<file path="src/rtl/dpp_pkg.sv">
package dpp_pkg;
  localparam int ADDR_W = 3;
  localparam logic [2:0] FIRST_DATA_OFS = 3'h4;
  localparam logic [2:0] FIRST_CTRL_OFS = 3'h5;
  localparam logic [2:0] SECOND_DATA_OFS = 3'h6;
  localparam logic [2:0] SECOND_CTRL_OFS = 3'h7;
  localparam logic [2:0] STATUS_OFS = 3'h0;
  localparam logic [2:0] MASK_OFS = 3'h1;
  localparam int PEND_BIT = 7;
  localparam int SEL_BIT = 2;
  localparam int EDGE_BIT = 1;
  localparam int GATE_BIT = 0;
  localparam logic [7:0] CTRL_RESET = 8'h00;
  localparam logic [7:0] DIR_RESET = 8'h00;
  localparam logic [7:0] LATCH_RESET = 8'h00;
  localparam logic [1:0] MASK_RESET = 2'h0;
  // cycles after reset before the filtered request line is trusted
  localparam logic [2:0] EDGE_WARMUP = 3'h5;
endpackage

</file>
<file path="src/rtl/dpp_top.sv">
// How it works
// - latch selected: data write updates output bits only, inputs untouched
// - latch selected: data read returns live level of all eight lines
// - direction selected: written one makes output, zero makes input
// - direction selected: data read returns stored direction bits
// - data at offsets 04 and 06, control at 05 and 07
// - control bit 7 is read-only pending flag per external line
// - control bit 2 selects latch (1) or direction (0), reads back
// - control bit 1 selects rising (1) or falling (0) edge, reads back
// - control bit 0 enables interrupt from the line, reads back
// - pending clears only on data read with latch selected
//
// Decided for this implementation: strobed register access.
module dpp_top import dpp_pkg::*; (
  // clock and reset
  input wire logic core_clk,
  input wire logic rstn,
  // register port
  input wire logic [ADDR_W-1:0] regAddr,
  input wire logic [7:0] regWdata,
  input wire logic regWrite,
  input wire logic regRead,
  output logic [7:0] regRdata,
  // first port lines
  input wire logic [7:0] firstLineIn,
  output logic [7:0] firstLineOut,
  output logic [7:0] firstLineOe,
  // second port lines
  input wire logic [7:0] secondLineIn,
  output logic [7:0] secondLineOut,
  output logic [7:0] secondLineOe,
  // external request lines
  input wire logic ext_req_line_first,
  input wire logic ext_req_line_second,
  // interrupt toward host
  output logic irqOut
);
  typedef struct packed {
    logic [1:0][7:0] latch;
    logic [1:0][7:0] dir;
    logic [1:0] latchSel;
    logic [1:0] riseSel;
    logic [1:0] request_gate_on;
    logic [1:0] pend;
    logic [1:0] status;
    logic [1:0] mask;
    logic [7:0] rdata;
  } dpp_top_t;
  dpp_top_t st;
  dpp_top_t next_st;

  logic [15:0] linesSync;
  logic [1:0] reqSync;
  logic [1:0] edgeHit;
  logic [1:0][7:0] linesNow;
  logic [1:0] isData;
  logic [1:0] isCtrl;
  logic [1:0] clrRead;

  dpp_sync #(.WIDTH(16)) u_lines (
    .core_clk(core_clk),
    .rstn(rstn),
    .rawIn({secondLineIn, firstLineIn}),
    .cleanOut(linesSync)
  );
  dpp_sync #(.WIDTH(2)) u_reqs (
    .core_clk(core_clk),
    .rstn(rstn),
    .rawIn({ext_req_line_second, ext_req_line_first}),
    .cleanOut(reqSync)
  );

  assign linesNow[0] = linesSync[7:0];
  assign linesNow[1] = linesSync[15:8];

  genvar p;
  generate
    for (p = 0; p < 2; p++) begin : g_port
      dpp_edge u_edge (
        .core_clk(core_clk),
        .rstn(rstn),
        .lineIn(reqSync[p]),
        .riseSel(st.riseSel[p]),
        .edgeHit(edgeHit[p])
      );
      assign isData[p] = regAddr == (p == 0 ? FIRST_DATA_OFS : SECOND_DATA_OFS);
      assign isCtrl[p] = regAddr == (p == 0 ? FIRST_CTRL_OFS : SECOND_CTRL_OFS);
      assign clrRead[p] = regRead && isData[p] && st.latchSel[p];
    end
  endgenerate

  always_comb begin
    next_st = st;
    next_st.rdata = 8'h00;
    for (int i = 0; i < 2; i++) begin
      if (regWrite && isData[i]) begin
        if (st.latchSel[i]) begin
          // only output bits take the new value
          next_st.latch[i] = (regWdata & st.dir[i]) | (st.latch[i] & ~st.dir[i]);
        end else begin
          next_st.dir[i] = regWdata;
        end
      end
      if (regWrite && isCtrl[i]) begin
        // bits 7..3 are not stored
        next_st.latchSel[i] = regWdata[SEL_BIT];
        next_st.riseSel[i] = regWdata[EDGE_BIT];
        next_st.request_gate_on[i] = regWdata[GATE_BIT];
      end
      // set wins over the read clear
      if (edgeHit[i]) begin
        next_st.pend[i] = 1'b1;
      end else if (clrRead[i]) begin
        next_st.pend[i] = 1'b0;
      end
      if (edgeHit[i] && st.request_gate_on[i]) begin
        next_st.status[i] = 1'b1;
      end else if (regWrite && regAddr == STATUS_OFS && regWdata[i]) begin
        next_st.status[i] = 1'b0;
      end
      if (regRead && isData[i]) begin
        next_st.rdata = st.latchSel[i] ? linesNow[i] : st.dir[i];
      end
      if (regRead && isCtrl[i]) begin
        next_st.rdata = {st.pend[i], 4'h0, st.latchSel[i], st.riseSel[i],
                         st.request_gate_on[i]};
      end
    end
    if (regWrite && regAddr == MASK_OFS) begin
      next_st.mask = regWdata[1:0];
    end
    if (regRead && regAddr == STATUS_OFS) begin
      next_st.rdata = {6'h00, st.status};
    end
    if (regRead && regAddr == MASK_OFS) begin
      next_st.rdata = {6'h00, st.mask};
    end
  end

  always_ff @(posedge core_clk) begin
    if (!rstn) begin
      st.latch <= {LATCH_RESET, LATCH_RESET};
      st.dir <= {DIR_RESET, DIR_RESET};
      st.latchSel <= {CTRL_RESET[SEL_BIT], CTRL_RESET[SEL_BIT]};
      st.riseSel <= {CTRL_RESET[EDGE_BIT], CTRL_RESET[EDGE_BIT]};
      st.request_gate_on <= {CTRL_RESET[GATE_BIT], CTRL_RESET[GATE_BIT]};
      st.pend <= 2'h0;
      st.status <= 2'h0;
      st.mask <= MASK_RESET;
      st.rdata <= 8'h00;
    end else begin
      st <= next_st;
    end
  end

  assign firstLineOut = st.latch[0];
  assign firstLineOe = st.dir[0];
  assign secondLineOut = st.latch[1];
  assign secondLineOe = st.dir[1];
  assign regRdata = st.rdata;
  // host request from pending and enable, plus masked sticky status
  assign irqOut = |(st.pend & st.request_gate_on) | |(st.status & st.mask);

  // data window writes
  input_bits_kept_a: assert property (@(posedge core_clk) disable iff (!rstn)
    regWrite && isData[0] && st.latchSel[0] |=>
      (st.latch[0] & ~$past(st.dir[0])) == ($past(st.latch[0]) & ~$past(st.dir[0])))
    else $error("input bit of latch changed");
  input_kept_two_a: assert property (@(posedge core_clk) disable iff (!rstn)
    regWrite && isData[1] && st.latchSel[1] |=>
      (st.latch[1] & ~$past(st.dir[1])) == ($past(st.latch[1]) & ~$past(st.dir[1])))
    else $error("input bit of second latch changed");
  output_bits_load_a: assert property (@(posedge core_clk) disable iff (!rstn)
    regWrite && isData[1] && st.latchSel[1] |=>
      (st.latch[1] & $past(st.dir[1])) == ($past(regWdata) & $past(st.dir[1])))
    else $error("output bit not loaded");
  output_load_one_a: assert property (@(posedge core_clk) disable iff (!rstn)
    regWrite && isData[0] && st.latchSel[0] |=>
      (st.latch[0] & $past(st.dir[0])) == ($past(regWdata) & $past(st.dir[0])))
    else $error("first output bit not loaded");
  latch_hold_a: assert property (@(posedge core_clk) disable iff (!rstn)
    !(regWrite && isData[0] && st.latchSel[0]) |=> st.latch[0] == $past(st.latch[0]))
    else $error("latch changed without write");

  // direction writes
  dir_write_a: assert property (@(posedge core_clk) disable iff (!rstn)
    regWrite && isData[0] && !st.latchSel[0] |=> firstLineOe == $past(regWdata))
    else $error("direction not written");
  dir_write_two_a: assert property (@(posedge core_clk) disable iff (!rstn)
    regWrite && isData[1] && !st.latchSel[1] |=> secondLineOe == $past(regWdata))
    else $error("second direction not written");
  dir_hold_a: assert property (@(posedge core_clk) disable iff (!rstn)
    !(regWrite && isData[1] && !st.latchSel[1]) |=> secondLineOe == $past(secondLineOe))
    else $error("direction changed without write");

  // reads
  live_read_a: assert property (@(posedge core_clk) disable iff (!rstn)
    regRead && isData[0] && st.latchSel[0] |=> regRdata == $past(linesNow[0]))
    else $error("data read not live level");
  live_read_two_a: assert property (@(posedge core_clk) disable iff (!rstn)
    regRead && isData[1] && st.latchSel[1] |=> regRdata == $past(linesNow[1]))
    else $error("second data read not live level");
  dir_read_a: assert property (@(posedge core_clk) disable iff (!rstn)
    regRead && isData[1] && !st.latchSel[1] |=> regRdata == $past(st.dir[1]))
    else $error("direction read wrong");
  dir_read_one_a: assert property (@(posedge core_clk) disable iff (!rstn)
    regRead && isData[0] && !st.latchSel[0] |=> regRdata == $past(st.dir[0]))
    else $error("first direction read wrong");
  unmapped_read_a: assert property (@(posedge core_clk) disable iff (!rstn)
    regRead && regAddr inside {3'h2, 3'h3} |=> regRdata == 8'h00)
    else $error("unmapped offset read not zero");
  idle_rdata_a: assert property (@(posedge core_clk) disable iff (!rstn)
    !regRead |=> regRdata == 8'h00)
    else $error("read data without read strobe");

  // control registers
  ctrl_read_a: assert property (@(posedge core_clk) disable iff (!rstn)
    regRead && regAddr == FIRST_CTRL_OFS |=> regRdata[6:3] == 4'h0 &&
      regRdata[PEND_BIT] == $past(st.pend[0]) && regRdata[SEL_BIT] == $past(st.latchSel[0]))
    else $error("control read wrong");
  ctrl_read_two_a: assert property (@(posedge core_clk) disable iff (!rstn)
    regRead && regAddr == SECOND_CTRL_OFS |=> regRdata == {$past(st.pend[1]), 4'h0,
      $past(st.latchSel[1]), $past(st.riseSel[1]), $past(st.request_gate_on[1])})
    else $error("second control read wrong");
  ctrl_store_a: assert property (@(posedge core_clk) disable iff (!rstn)
    regWrite && isCtrl[1] |=> st.riseSel[1] == $past(regWdata[EDGE_BIT]) &&
      st.request_gate_on[1] == $past(regWdata[GATE_BIT]))
    else $error("control bits not stored");
  ctrl_store_one_a: assert property (@(posedge core_clk) disable iff (!rstn)
    regWrite && isCtrl[0] |=> st.latchSel[0] == $past(regWdata[SEL_BIT]) &&
      st.request_gate_on[0] == $past(regWdata[GATE_BIT]))
    else $error("first control bits not stored");

  // pending flags
  edge_set_a: assert property (@(posedge core_clk) disable iff (!rstn)
    edgeHit[0] |=> st.pend[0])
    else $error("edge did not set pending");
  edge_set_two_a: assert property (@(posedge core_clk) disable iff (!rstn)
    edgeHit[1] |=> st.pend[1])
    else $error("second edge did not set pending");
  edge_dir_a: assert property (@(posedge core_clk) disable iff (!rstn)
    edgeHit[0] |-> reqSync[0] == st.riseSel[0])
    else $error("edge of wrong polarity");
  edge_dir_two_a: assert property (@(posedge core_clk) disable iff (!rstn)
    edgeHit[1] |-> reqSync[1] == st.riseSel[1])
    else $error("second edge of wrong polarity");
  pend_hold_a: assert property (@(posedge core_clk) disable iff (!rstn)
    st.pend[1] && !clrRead[1] |=> st.pend[1])
    else $error("pending lost without read");
  pend_hold_one_a: assert property (@(posedge core_clk) disable iff (!rstn)
    st.pend[0] && !clrRead[0] |=> st.pend[0])
    else $error("first pending lost without read");
  pend_clear_a: assert property (@(posedge core_clk) disable iff (!rstn)
    clrRead[0] && !edgeHit[0] |=> !st.pend[0])
    else $error("pending not cleared");
  pend_clear_two_a: assert property (@(posedge core_clk) disable iff (!rstn)
    clrRead[1] && !edgeHit[1] |=> !st.pend[1])
    else $error("second pending not cleared");

  // request toward the host
  irq_level_a: assert property (@(posedge core_clk) disable iff (!rstn)
    st.pend[1] && st.request_gate_on[1] |-> irqOut)
    else $error("request missing");
  irq_level_one_a: assert property (@(posedge core_clk) disable iff (!rstn)
    st.pend[0] && st.request_gate_on[0] |-> irqOut)
    else $error("first request missing");
  irq_quiet_a: assert property (@(posedge core_clk) disable iff (!rstn)
    !(|(st.pend & st.request_gate_on)) && !(|(st.status & st.mask)) |-> !irqOut)
    else $error("request without cause");
  status_set_a: assert property (@(posedge core_clk) disable iff (!rstn)
    edgeHit[0] && st.request_gate_on[0] |=> st.status[0])
    else $error("status not set");
  status_clear_a: assert property (@(posedge core_clk) disable iff (!rstn)
    regWrite && regAddr == STATUS_OFS && regWdata[1] && !(edgeHit[1] && st.request_gate_on[1])
      |=> !st.status[1])
    else $error("status not cleared");
  status_read_a: assert property (@(posedge core_clk) disable iff (!rstn)
    regRead && regAddr == STATUS_OFS |=> regRdata == {6'h00, $past(st.status)})
    else $error("status read wrong");
  mask_store_a: assert property (@(posedge core_clk) disable iff (!rstn)
    regWrite && regAddr == MASK_OFS |=> st.mask == $past(regWdata[1:0]))
    else $error("mask not stored");

  // reset
  reset_clear_a: assert property (@(posedge core_clk)
    !rstn |=> st.dir == '0 && st.latch == '0 && !irqOut)
    else $error("reset did not clear");
  reset_ctrl_a: assert property (@(posedge core_clk)
    !rstn |=> st.latchSel == 2'h0 && st.riseSel == 2'h0 && st.request_gate_on == 2'h0)
    else $error("reset did not clear control");

  rise_cov: cover property (@(posedge core_clk) disable iff (!rstn)
    edgeHit[0] && st.riseSel[0]);
  fall_cov: cover property (@(posedge core_clk) disable iff (!rstn)
    edgeHit[1] && !st.riseSel[1]);
  clear_cov: cover property (@(posedge core_clk) disable iff (!rstn)
    st.pend[0] ##1 clrRead[0] ##1 !st.pend[0]);
  irq_cov: cover property (@(posedge core_clk) disable iff (!rstn) $rose(irqOut));
  status_cov: cover property (@(posedge core_clk) disable iff (!rstn)
    st.status[1] && st.mask[1]);
endmodule // dpp_top

</file>
<file path="src/rtl/dpp_sync.sv">
module dpp_sync import dpp_pkg::*; #(
  parameter int WIDTH = 8
) (
  // clock and reset
  input wire logic core_clk,
  input wire logic rstn,
  // raw and filtered levels
  input wire logic [WIDTH-1:0] rawIn,
  output logic [WIDTH-1:0] cleanOut
);
  typedef struct packed {
    logic [WIDTH-1:0] s1;
    logic [WIDTH-1:0] s2;
    logic [WIDTH-1:0] s3;
    logic [WIDTH-1:0] stable;
  } dpp_sync_t;
  dpp_sync_t st;
  dpp_sync_t next_st;
  generate
    if (WIDTH < 1) begin : g_chk
      $error("dpp_sync width must be positive");
    end
  endgenerate
  always_comb begin
    next_st = st;
    next_st.s1 = rawIn;
    next_st.s2 = st.s1;
    next_st.s3 = st.s2;
    for (int i = 0; i < WIDTH; i++) begin
      // change counts once stage two and three agree
      if (st.s2[i] == st.s3[i]) begin
        next_st.stable[i] = st.s3[i];
      end
    end
  end
  always_ff @(posedge core_clk) begin
    if (!rstn) begin
      st <= '0;
    end else begin
      st <= next_st;
    end
  end
  assign cleanOut = st.stable;
endmodule // dpp_sync

</file>
<file path="src/rtl/dpp_edge.sv">
module dpp_edge import dpp_pkg::*; (
  // clock and reset
  input wire logic core_clk,
  input wire logic rstn,
  // filtered line and edge choice
  input wire logic lineIn,
  input wire logic riseSel,
  // one-cycle edge pulse
  output logic edgeHit
);
  typedef struct packed {
    logic prev;
    logic [2:0] warm;
  } dpp_edge_t;
  dpp_edge_t st;
  dpp_edge_t next_st;
  always_comb begin
    next_st.prev = lineIn;
    next_st.warm = st.warm;
    if (st.warm != EDGE_WARMUP) begin
      next_st.warm = 3'(st.warm + 3'h1);
    end
  end
  always_ff @(posedge core_clk) begin
    if (!rstn) begin
      st <= '0;
    end else begin
      st <= next_st;
    end
  end
  // no edge until the synchroniser has settled, so a line idling high gives no false edge
  assign edgeHit = (st.warm == EDGE_WARMUP) &&
                   (riseSel ? (lineIn && !st.prev) : (!lineIn && st.prev));
endmodule // dpp_edge

</file>
<file path="config.mk">
export PLATFORM = sky130hd
export DESIGN_NAME = dpp_top
export DESIGN_NICKNAME = d
export VERILOG_FILES = /design/src/rtl/dpp_pkg.sv /design/src/rtl/dpp_top.sv /design/src/rtl/dpp_sync.sv /design/src/rtl/dpp_edge.sv
export SDC_FILE = /design/constraint.sdc
export NUM_CORES = 1
export LEC_CHECK = 0
export BUFFER_PORTS_ARGS = -buffer_cell sky130_fd_sc_hd__buf_2
export CAP_MARGIN = 25
export CORE_MARGIN = 1
export CORE_UTILIZATION = 45
export DETAILED_ROUTE_END_ITERATION = 10
export PLACE_DENSITY_LB_ADDON = 0.3
export SLEW_MARGIN = 25
export SYNTH_ARGS = -nofsm -noshare
export SYNTH_HDL_FRONTEND = slang
export SYNTH_HIERARCHICAL = 1
export SYNTH_SLANG_ARGS = --single-unit
</file>
<file path="constraint.sdc">
create_clock -name core_clk -period 1.8 [get_ports core_clk]
set_clock_uncertainty 0.15 [all_clocks]
set_input_delay 0.18 -clock core_clk [delete_from_list [all_inputs] [get_ports core_clk]]
set_output_delay 0.18 -clock core_clk [all_outputs]
set_load 0.01 [all_outputs]
</file>
==> run_results.csv, run 1 <==
group,metric,value,unit
route,wl_met3,461,um
yosys,synth.mux.area_fraction,10.1,%
yosys,synth_flop_cell,"dfxtp_1",
route,drtIter0Drc,170,
critical_path,critical_path.top_delay_family,"buffers and inverters",
yosys,avgSynthCellArea,9.86,um2
placed_design,hpwl,7270,um
placed_design,place_congestion,0.840,
hold_path,hold_depth,3,
clock_tree,h-tree-depth,4,
grt,gr-total-overflow,0,
route,wl,10600,um
final_layout,fin_nets,627,
final_layout,n_antenna_cell,0,
critical_path,crit_end,"st[12]$_SDFFE_PN0P_",
final_layout,final_common_cell,"dfxtp_1",
clock_tree,clk_pin_slew,60,ps
clock_tree,postCtsSetupBuffers,0,
timing,fin_crit,1620,ps
critical_path,critPathMaxFanout,9,
route,ant_nets,0,
route,avgViaCountPerCell,4.94,
route,met2_length,4780,um
clock_tree,ctsHoldBuffers,25,
final_layout,nFillCells,1005,
route,firstDrtPassIters,7,
grt,antenna_found_initial,0,
yosys,post-synth-top-area-fraction,49.2,%
timing,drv_slew,0,
timing,setup_viol,0,
final_layout,final_cell_mix,"dfxtp_1 (132), buf_2 (73), mux2i_1 (51)",
power,clkPwrFrac,49.5,%
critical_path,reg2reg_from,"st[19]$_SDFFE_PN0P_",
critical_path,path_cells,"dlygate4sd3_1 > buf_2 > nor2b_1 > nand3b_1 > o21ai_0 > a21oi_1",
final_layout,design_area,6240,um2
critical_path,worstSetupStartpointType,"input pin",
power,combPwrFrac,5.1,%
clock_tree,cts_tree,"done",
route,top_layer,"met4",
power,p_per_area,1080,nW/um2
yosys,synth-simple-area-share,17.6,%
clock_tree,clock_sinks,132,
timing,max_freq,0.616,GHz
timing,period_share,90.1,%
yosys,synthDistinctLibCells,48,
floorplanning,ios,74,
power,p_leak,2.68,nW
yosys,synth_cells,545,
critical_path,slowest_delay,520,ps
clock_tree,cts_resized,0,
final_layout,seq_area,2640,um2
critical_path,worst-path-buf-inv,2,
power,p_seq_share,45.4,%
final_layout,area_delta_synth_final,16.1,%
outcome,status,"finished, violations left",
grt,grt_pass1_vias,3497,
yosys,synthXorXnorAreaFrac,0,%
floorplanning,start_util,46.7,%
placed_design,dpl.cell_count,689,
critical_path,cp_num_cells,6,
final_layout,final_cells,745,
grt,grt_pass1_wl,17500,um
critical_path,r2r-end,"regRdata[2]$_SDFF_PP0_",
timing,maxSlewHeadroom,68.4,%
floorplanning,core,11500,um2
clock_tree,cts_root_buf,"clkbuf_16",
yosys,synth_top_family_by_area,"simple AND/OR/NAND/NOR gates",
timing,hold_viol,0,
floorplanning,die_width,111,um
critical_path,crit_type,"input pin to flip-flop",
route,routed-via-count,3684,
final_layout,multi_input_area,2080,um2
final_layout,drive_gt1_share,22.3,%
critical_path,slowest_stage,"dlygate4sd3_1",
floorplanning,die_h,111,um
timing,worst_pin_slew,474,ps
critical_path,regToRegSetupSlack,230,ps
yosys,ys_async_sr_fraction,0,%
yosys,ys_seq_elements,132,
route,wl_per_cell,14.2,um
placed_design,io_buffers,73,
critical_path,crit_arrival,1740,ps
run,max_cap_violations,0,
critical_path,cp-startpoint,"regRead",
hold_path,hold_class,"input pin to flip-flop",
clock_tree,clk_latency,400,ps
yosys,yosysSeqAreaShare,49.2,%
power,internal-power,5.24,mW
critical_path,endpoint_kind,"flip-flop",
critical_path,cp.required,1920,ps
clock_tree,cts_buffer_depth,2,
yosys,synthTopCellsByArea,"dfxtp_1 (49%), mux2i_1 (9.5%), buf_4 (8.9%)",
grt,grt_max_degree,84,
yosys,yosys_warnings,6,
route,drt-met1-wl,5210,um
yosys,synth_compound_area_share,10.0,%
outcome,violations,"DRC",
timing,fin_setup_tns,0,ps
yosys,synth_area_leader_cell,"dfxtp_1",
yosys,synth-edff-count,0,
grt,grt_usage,18.2,%
yosys,synth_fa_ha_area_share,0.931,%
floorplanning,num_rows,39,
critical_path,r2r.worst_path.cells,3,
power,ir_drop,0.504,mV
timing,rsz0062_at_grt,"no",
power,sw_frac_of_total,22.0,%
yosys,syn-num-nets,582,
route,drc,6,
placed_design,placed_area,5420,um2
clock_tree,numCtsBuffers,17,
power,p_switching,1.48,mW
floorplanning,dieArea,12400,um2
yosys,syn-cell-area,5380,um2
-- power groups by stage --
stage	registers, mW	clock network, mW	logic, mW
after CTS	3.05	3.38	0.347
after global placement	3.10	0	0.298
after global routing	3.05	3.53	0.383
after detailed placement	3.11	0	0.306
final	3.05	3.32	0.346
after floorplan	3.09	0	0.226
-- worst min-delay path by stage --
| stage | from | end |
|---|---|---|
| 4_1_cts | regWdata[0] | flip-flop |
| 3_3_place_gp | secondLineIn[3] | u_lines/next_st[43]$_SDFF_PN0_ |
| 2_1_floorplan | rstn | g_port[0].u_edge/st[0]$_SDFFE_PN0P_ |
| 3_5_place_dp | secondLineIn[4] | u_lines/next_st[44]$_SDFF_PN0_ |
| 6_report | regWdata[0] | st[15]$_SDFFE_PN0P_ |
| 5_1_grt | regWdata[0] | flip-flop |
-- routing by layer --
metal  GRT usage, %  vias up
met5              0        -
met4           6.31        0
met3           6.23       11
met2           28.3       89
met1           23.6     1714
li1               -     1870
-- synthesized netlist by cell type, types with 3 or more instances --
cell / number
a21boi_0: 4
a21boi_1: 12
a21oi_1: 11
a221oi_1: 3
a22oi_1: 4
and2_1: 49
and2_2: 8
and3_1: 6
buf_2: 10
buf_4: 64
buf_6: 4
clkbuf_1: 5
dfxtp_1: 132
ha_1: 4
inv_1: 8
mux2_2: 3
mux2i_1: 51
nand2_1: 25
nand3_1: 20
nand3b_1: 4
nor2_1: 48
nor2b_1: 3
o21a_1: 5
o21ai_0: 29
o22a_1: 4
-- through the flow --
stage / power [mW] / util (%) / hold WS (ps) / setup slack (ps)
2_1_floorplan: 3.32 / - / 147 / 378
3_3_place_gp: 3.40 / 47.0 / 237 / 230
3_5_place_dp: 3.41 / 47.0 / 238 / 181
4_1_cts: 6.78 / 54.2 / 5.32 / 195
5_1_grt: 6.97 / 54.2 / 5.17 / 15.4
6_report: 6.72 / 54.2 / 16.3 / 178
-- cell type report --
type                    instances  area share [%]
clock buffers                  19            7.10
clock inverters                12            2.09
inverters                       9           0.541
multi-input cells             318            33.3
flip-flops and latches        132            42.4
well taps                     143            2.87
repair buffers                112            11.8
-- kinds of logic after synthesis --
group | count (synthesis)
flip-flops | 132
AND/OR/NAND/NOR | 177
multiplexers | 54
adder cells (fa/ha/maj) | 4
buffers and inverters | 95
AO/OA/AOI/OAI | 83
-- worst reg2reg max path, cell delays in order (launching register included) --
cell and delay, ps:
dfxtp_1 530, a211oi_1 150, or4_1 520, a21oi_1 140
Note: power is estimated with default switching activity, not from simulation.
==> run 2: changes to the inputs <==
--- a/config.mk
+++ b/config.mk
@@ -8,7 +8,7 @@
 export BUFFER_PORTS_ARGS = -buffer_cell sky130_fd_sc_hd__buf_2
 export CAP_MARGIN = 25
 export CORE_MARGIN = 1
-export CORE_UTILIZATION = 45
+export CORE_UTILIZATION = 47
 export DETAILED_ROUTE_END_ITERATION = 10
 export PLACE_DENSITY_LB_ADDON = 0.3
 export SLEW_MARGIN = 25
==> run 2 against run 1 <==
Effect of this change: the flow now finishes without violations; die area shrank 4.2%; sequential power about the same; register-to-register slack gained 50 ps; critical path type unchanged; largest power group unchanged.
==> run_results.csv, run 2 (synthesis results as in run 1) <==
group,metric,value,unit
outcome,status,"complete, no violations",
timing,drv_slew,0,
floorplanning,dieArea,11900,um2
route,firstDrtPassIters,5,
floorplanning,die_width,109,um
route,drc,0,
final_layout,multi_input_area,2080,um2
final_layout,final_common_cell,"dfxtp_1",
power,p_per_area,1100,nW/um2
run,max_cap_violations,0,
timing,setup_viol,0,
clock_tree,h-tree-depth,4,
placed_design,hpwl,7160,um
critical_path,critPathMaxFanout,9,
final_layout,drive_gt1_share,22.0,%
hold_path,worstHoldStart,"regWdata[1]",
route,routed-via-count,3697,
timing,hold_viol,0,
clock_tree,cts_root_buf,"clkbuf_16",
route,wl_per_cell,14.1,um
route,drtIter0Drc,163,
final_layout,nFillCells,954,
route,avgViaCountPerCell,4.99,
floorplanning,num_rows,38,
timing,worst_pin_slew,534,ps
clock_tree,clock_sinks,132,
floorplanning,die_h,109,um
floorplanning,core,11000,um2
critical_path,crit_arrival,1810,ps
placed_design,place_congestion,0.906,
final_layout,fin_nets,625,
power,power,6.84,mW
power,p_seq_share,44.5,%
floorplanning,start_util,49.0,%
timing,max_freq,0.592,GHz
power,p_switching,1.56,mW
grt,grt_max_degree,46,
timing,rsz0062_at_grt,"no",
grt,grt_pass1_vias,3602,
clock_tree,clk_pin_slew,60,ps
power,internal-power,5.28,mW
power,sw_frac_of_total,22.8,%
critical_path,r2r.worst_path.cells,5,
final_layout,final_cell_mix,"dfxtp_1 (132), buf_2 (73), mux2i_1 (51)",
clock_tree,numCtsBuffers,17,
power,combPwrFrac,4.9,%
hold_path,hold_class,"input pin to flip-flop",
final_layout,n_antenna_cell,0,
final_layout,area_delta_synth_final,16.1,%
grt,antenna_found_initial,0,
timing,fin_setup_tns,0,ps
timing,maxSlewHeadroom,64.0,%
critical_path,crit_type,"input pin to flip-flop",
final_layout,final_util,56.8,%
critical_path,r2r-end,"firstLineOe[1]$_SDFFE_PN0P_",
critical_path,worstSetupStartpointType,"input pin",
critical_path,cp.required,1920,ps
clock_tree,cts_tree,"done",
clock_tree,postCtsSetupBuffers,0,
critical_path,reg2reg_from,"st[18]$_SDFFE_PN0P_",
hold_path,hold_depth,3,
grt,gr-total-overflow,0,
clock_tree,clk_latency,410,ps
grt,grt_pass1_wl,17400,um
final_layout,seq_area,2640,um2
power,ir_drop,0.605,mV
critical_path,regToRegSetupSlack,280,ps
floorplanning,ios,74,
critical_path,endpoint_kind,"flip-flop",
route,ant_nets,0,
power,p_leak,2.67,nW
power,clkPwrFrac,50.6,%
timing,period_share,93.8,%
timing,fin_crit,1690,ps
clock_tree,cts_buffer_depth,2,
route,wl,10400,um
grt,grt_usage,19.2,%
placed_design,io_buffers,73,
run 2: cell types whose count changed in the layout (fill, tap and decap cells not counted), sizes merged:
cell | previous run | this run
clkinv | 6 | 1
inv | 11 | 16
clkinvlp | 2 | 4
clkbuf | 19 | 18
dlygate4sd3 | 25 | 27
buf | 87 | 83
run 2: power groups by stage:
stage               clock, mW  sequential, mW  combinational (mW)
floorplan                   0            3.09               0.226
global placement            0            3.11               0.286
detailed placement          0            3.11               0.294
CTS                      3.53            3.05               0.339
global route             3.67            3.05               0.378
finish                   3.46            3.05               0.337
run 2: what timing repair did:
item / CTS / global route
hold buffers: 27 / 0
resized for setup: 0 / 0
endpoints found under the hold margin: 50 / 0
endpoints found under the setup margin: 0 / 0
run 2: per-layer routing:
metal,up-vias,track usage [%],share of wire (%)
met4,0,9.17,2.3
met2,96,29.2,45
met1,1720,24.6,48
met3,16,6.04,4.6
met5,-,0,0
li1,1865,-,-
run 2: worst max-delay path by stage:
stage,endpoint,start
6_report,st[12]$_SDFFE_PN0P_,regRead
5_1_grt,st[12]$_SDFFE_PN0P_,regRead
3_5_place_dp,regRdata[6]$_SDFF_PP0_,regAddr[1]
4_1_cts,st[12]$_SDFFE_PN0P_,regRead
2_1_floorplan,firstLineOe[2]$_SDFFE_PN0P_,regAddr[1]
3_3_place_gp,regRdata[6]$_SDFF_PP0_,regAddr[1]
run 2: area by class of cell:
type	count	area share, %
Clock buffer	18	7.04
Timing Repair Buffer	110	11.4
Tap cell	140	2.81
Sequential cell	132	42.3
Clock inverter	14	2.61
Inverter	9	0.541
Multi-Input combinational cell	318	33.3
run 2: stage by stage:
step                      hold slack (ps)  std cells  instance area, um2  setup slack, ps
after floorplan                       147        545                5380              378
after global placement                238        682                5370              188
after CTS                            30.5        741                6240              180
final                                34.8        741                6240              112
after global routing                 60.9        741                6240             53.2
after detailed placement              239        682                5370              142
run 2: worst max-delay path: stages:
cell	delay, ps
dlygate4sd3_1	530
buf_2	220
nor2b_1	280
nand3b_1	260
o21ai_0	230
a21oi_1	90
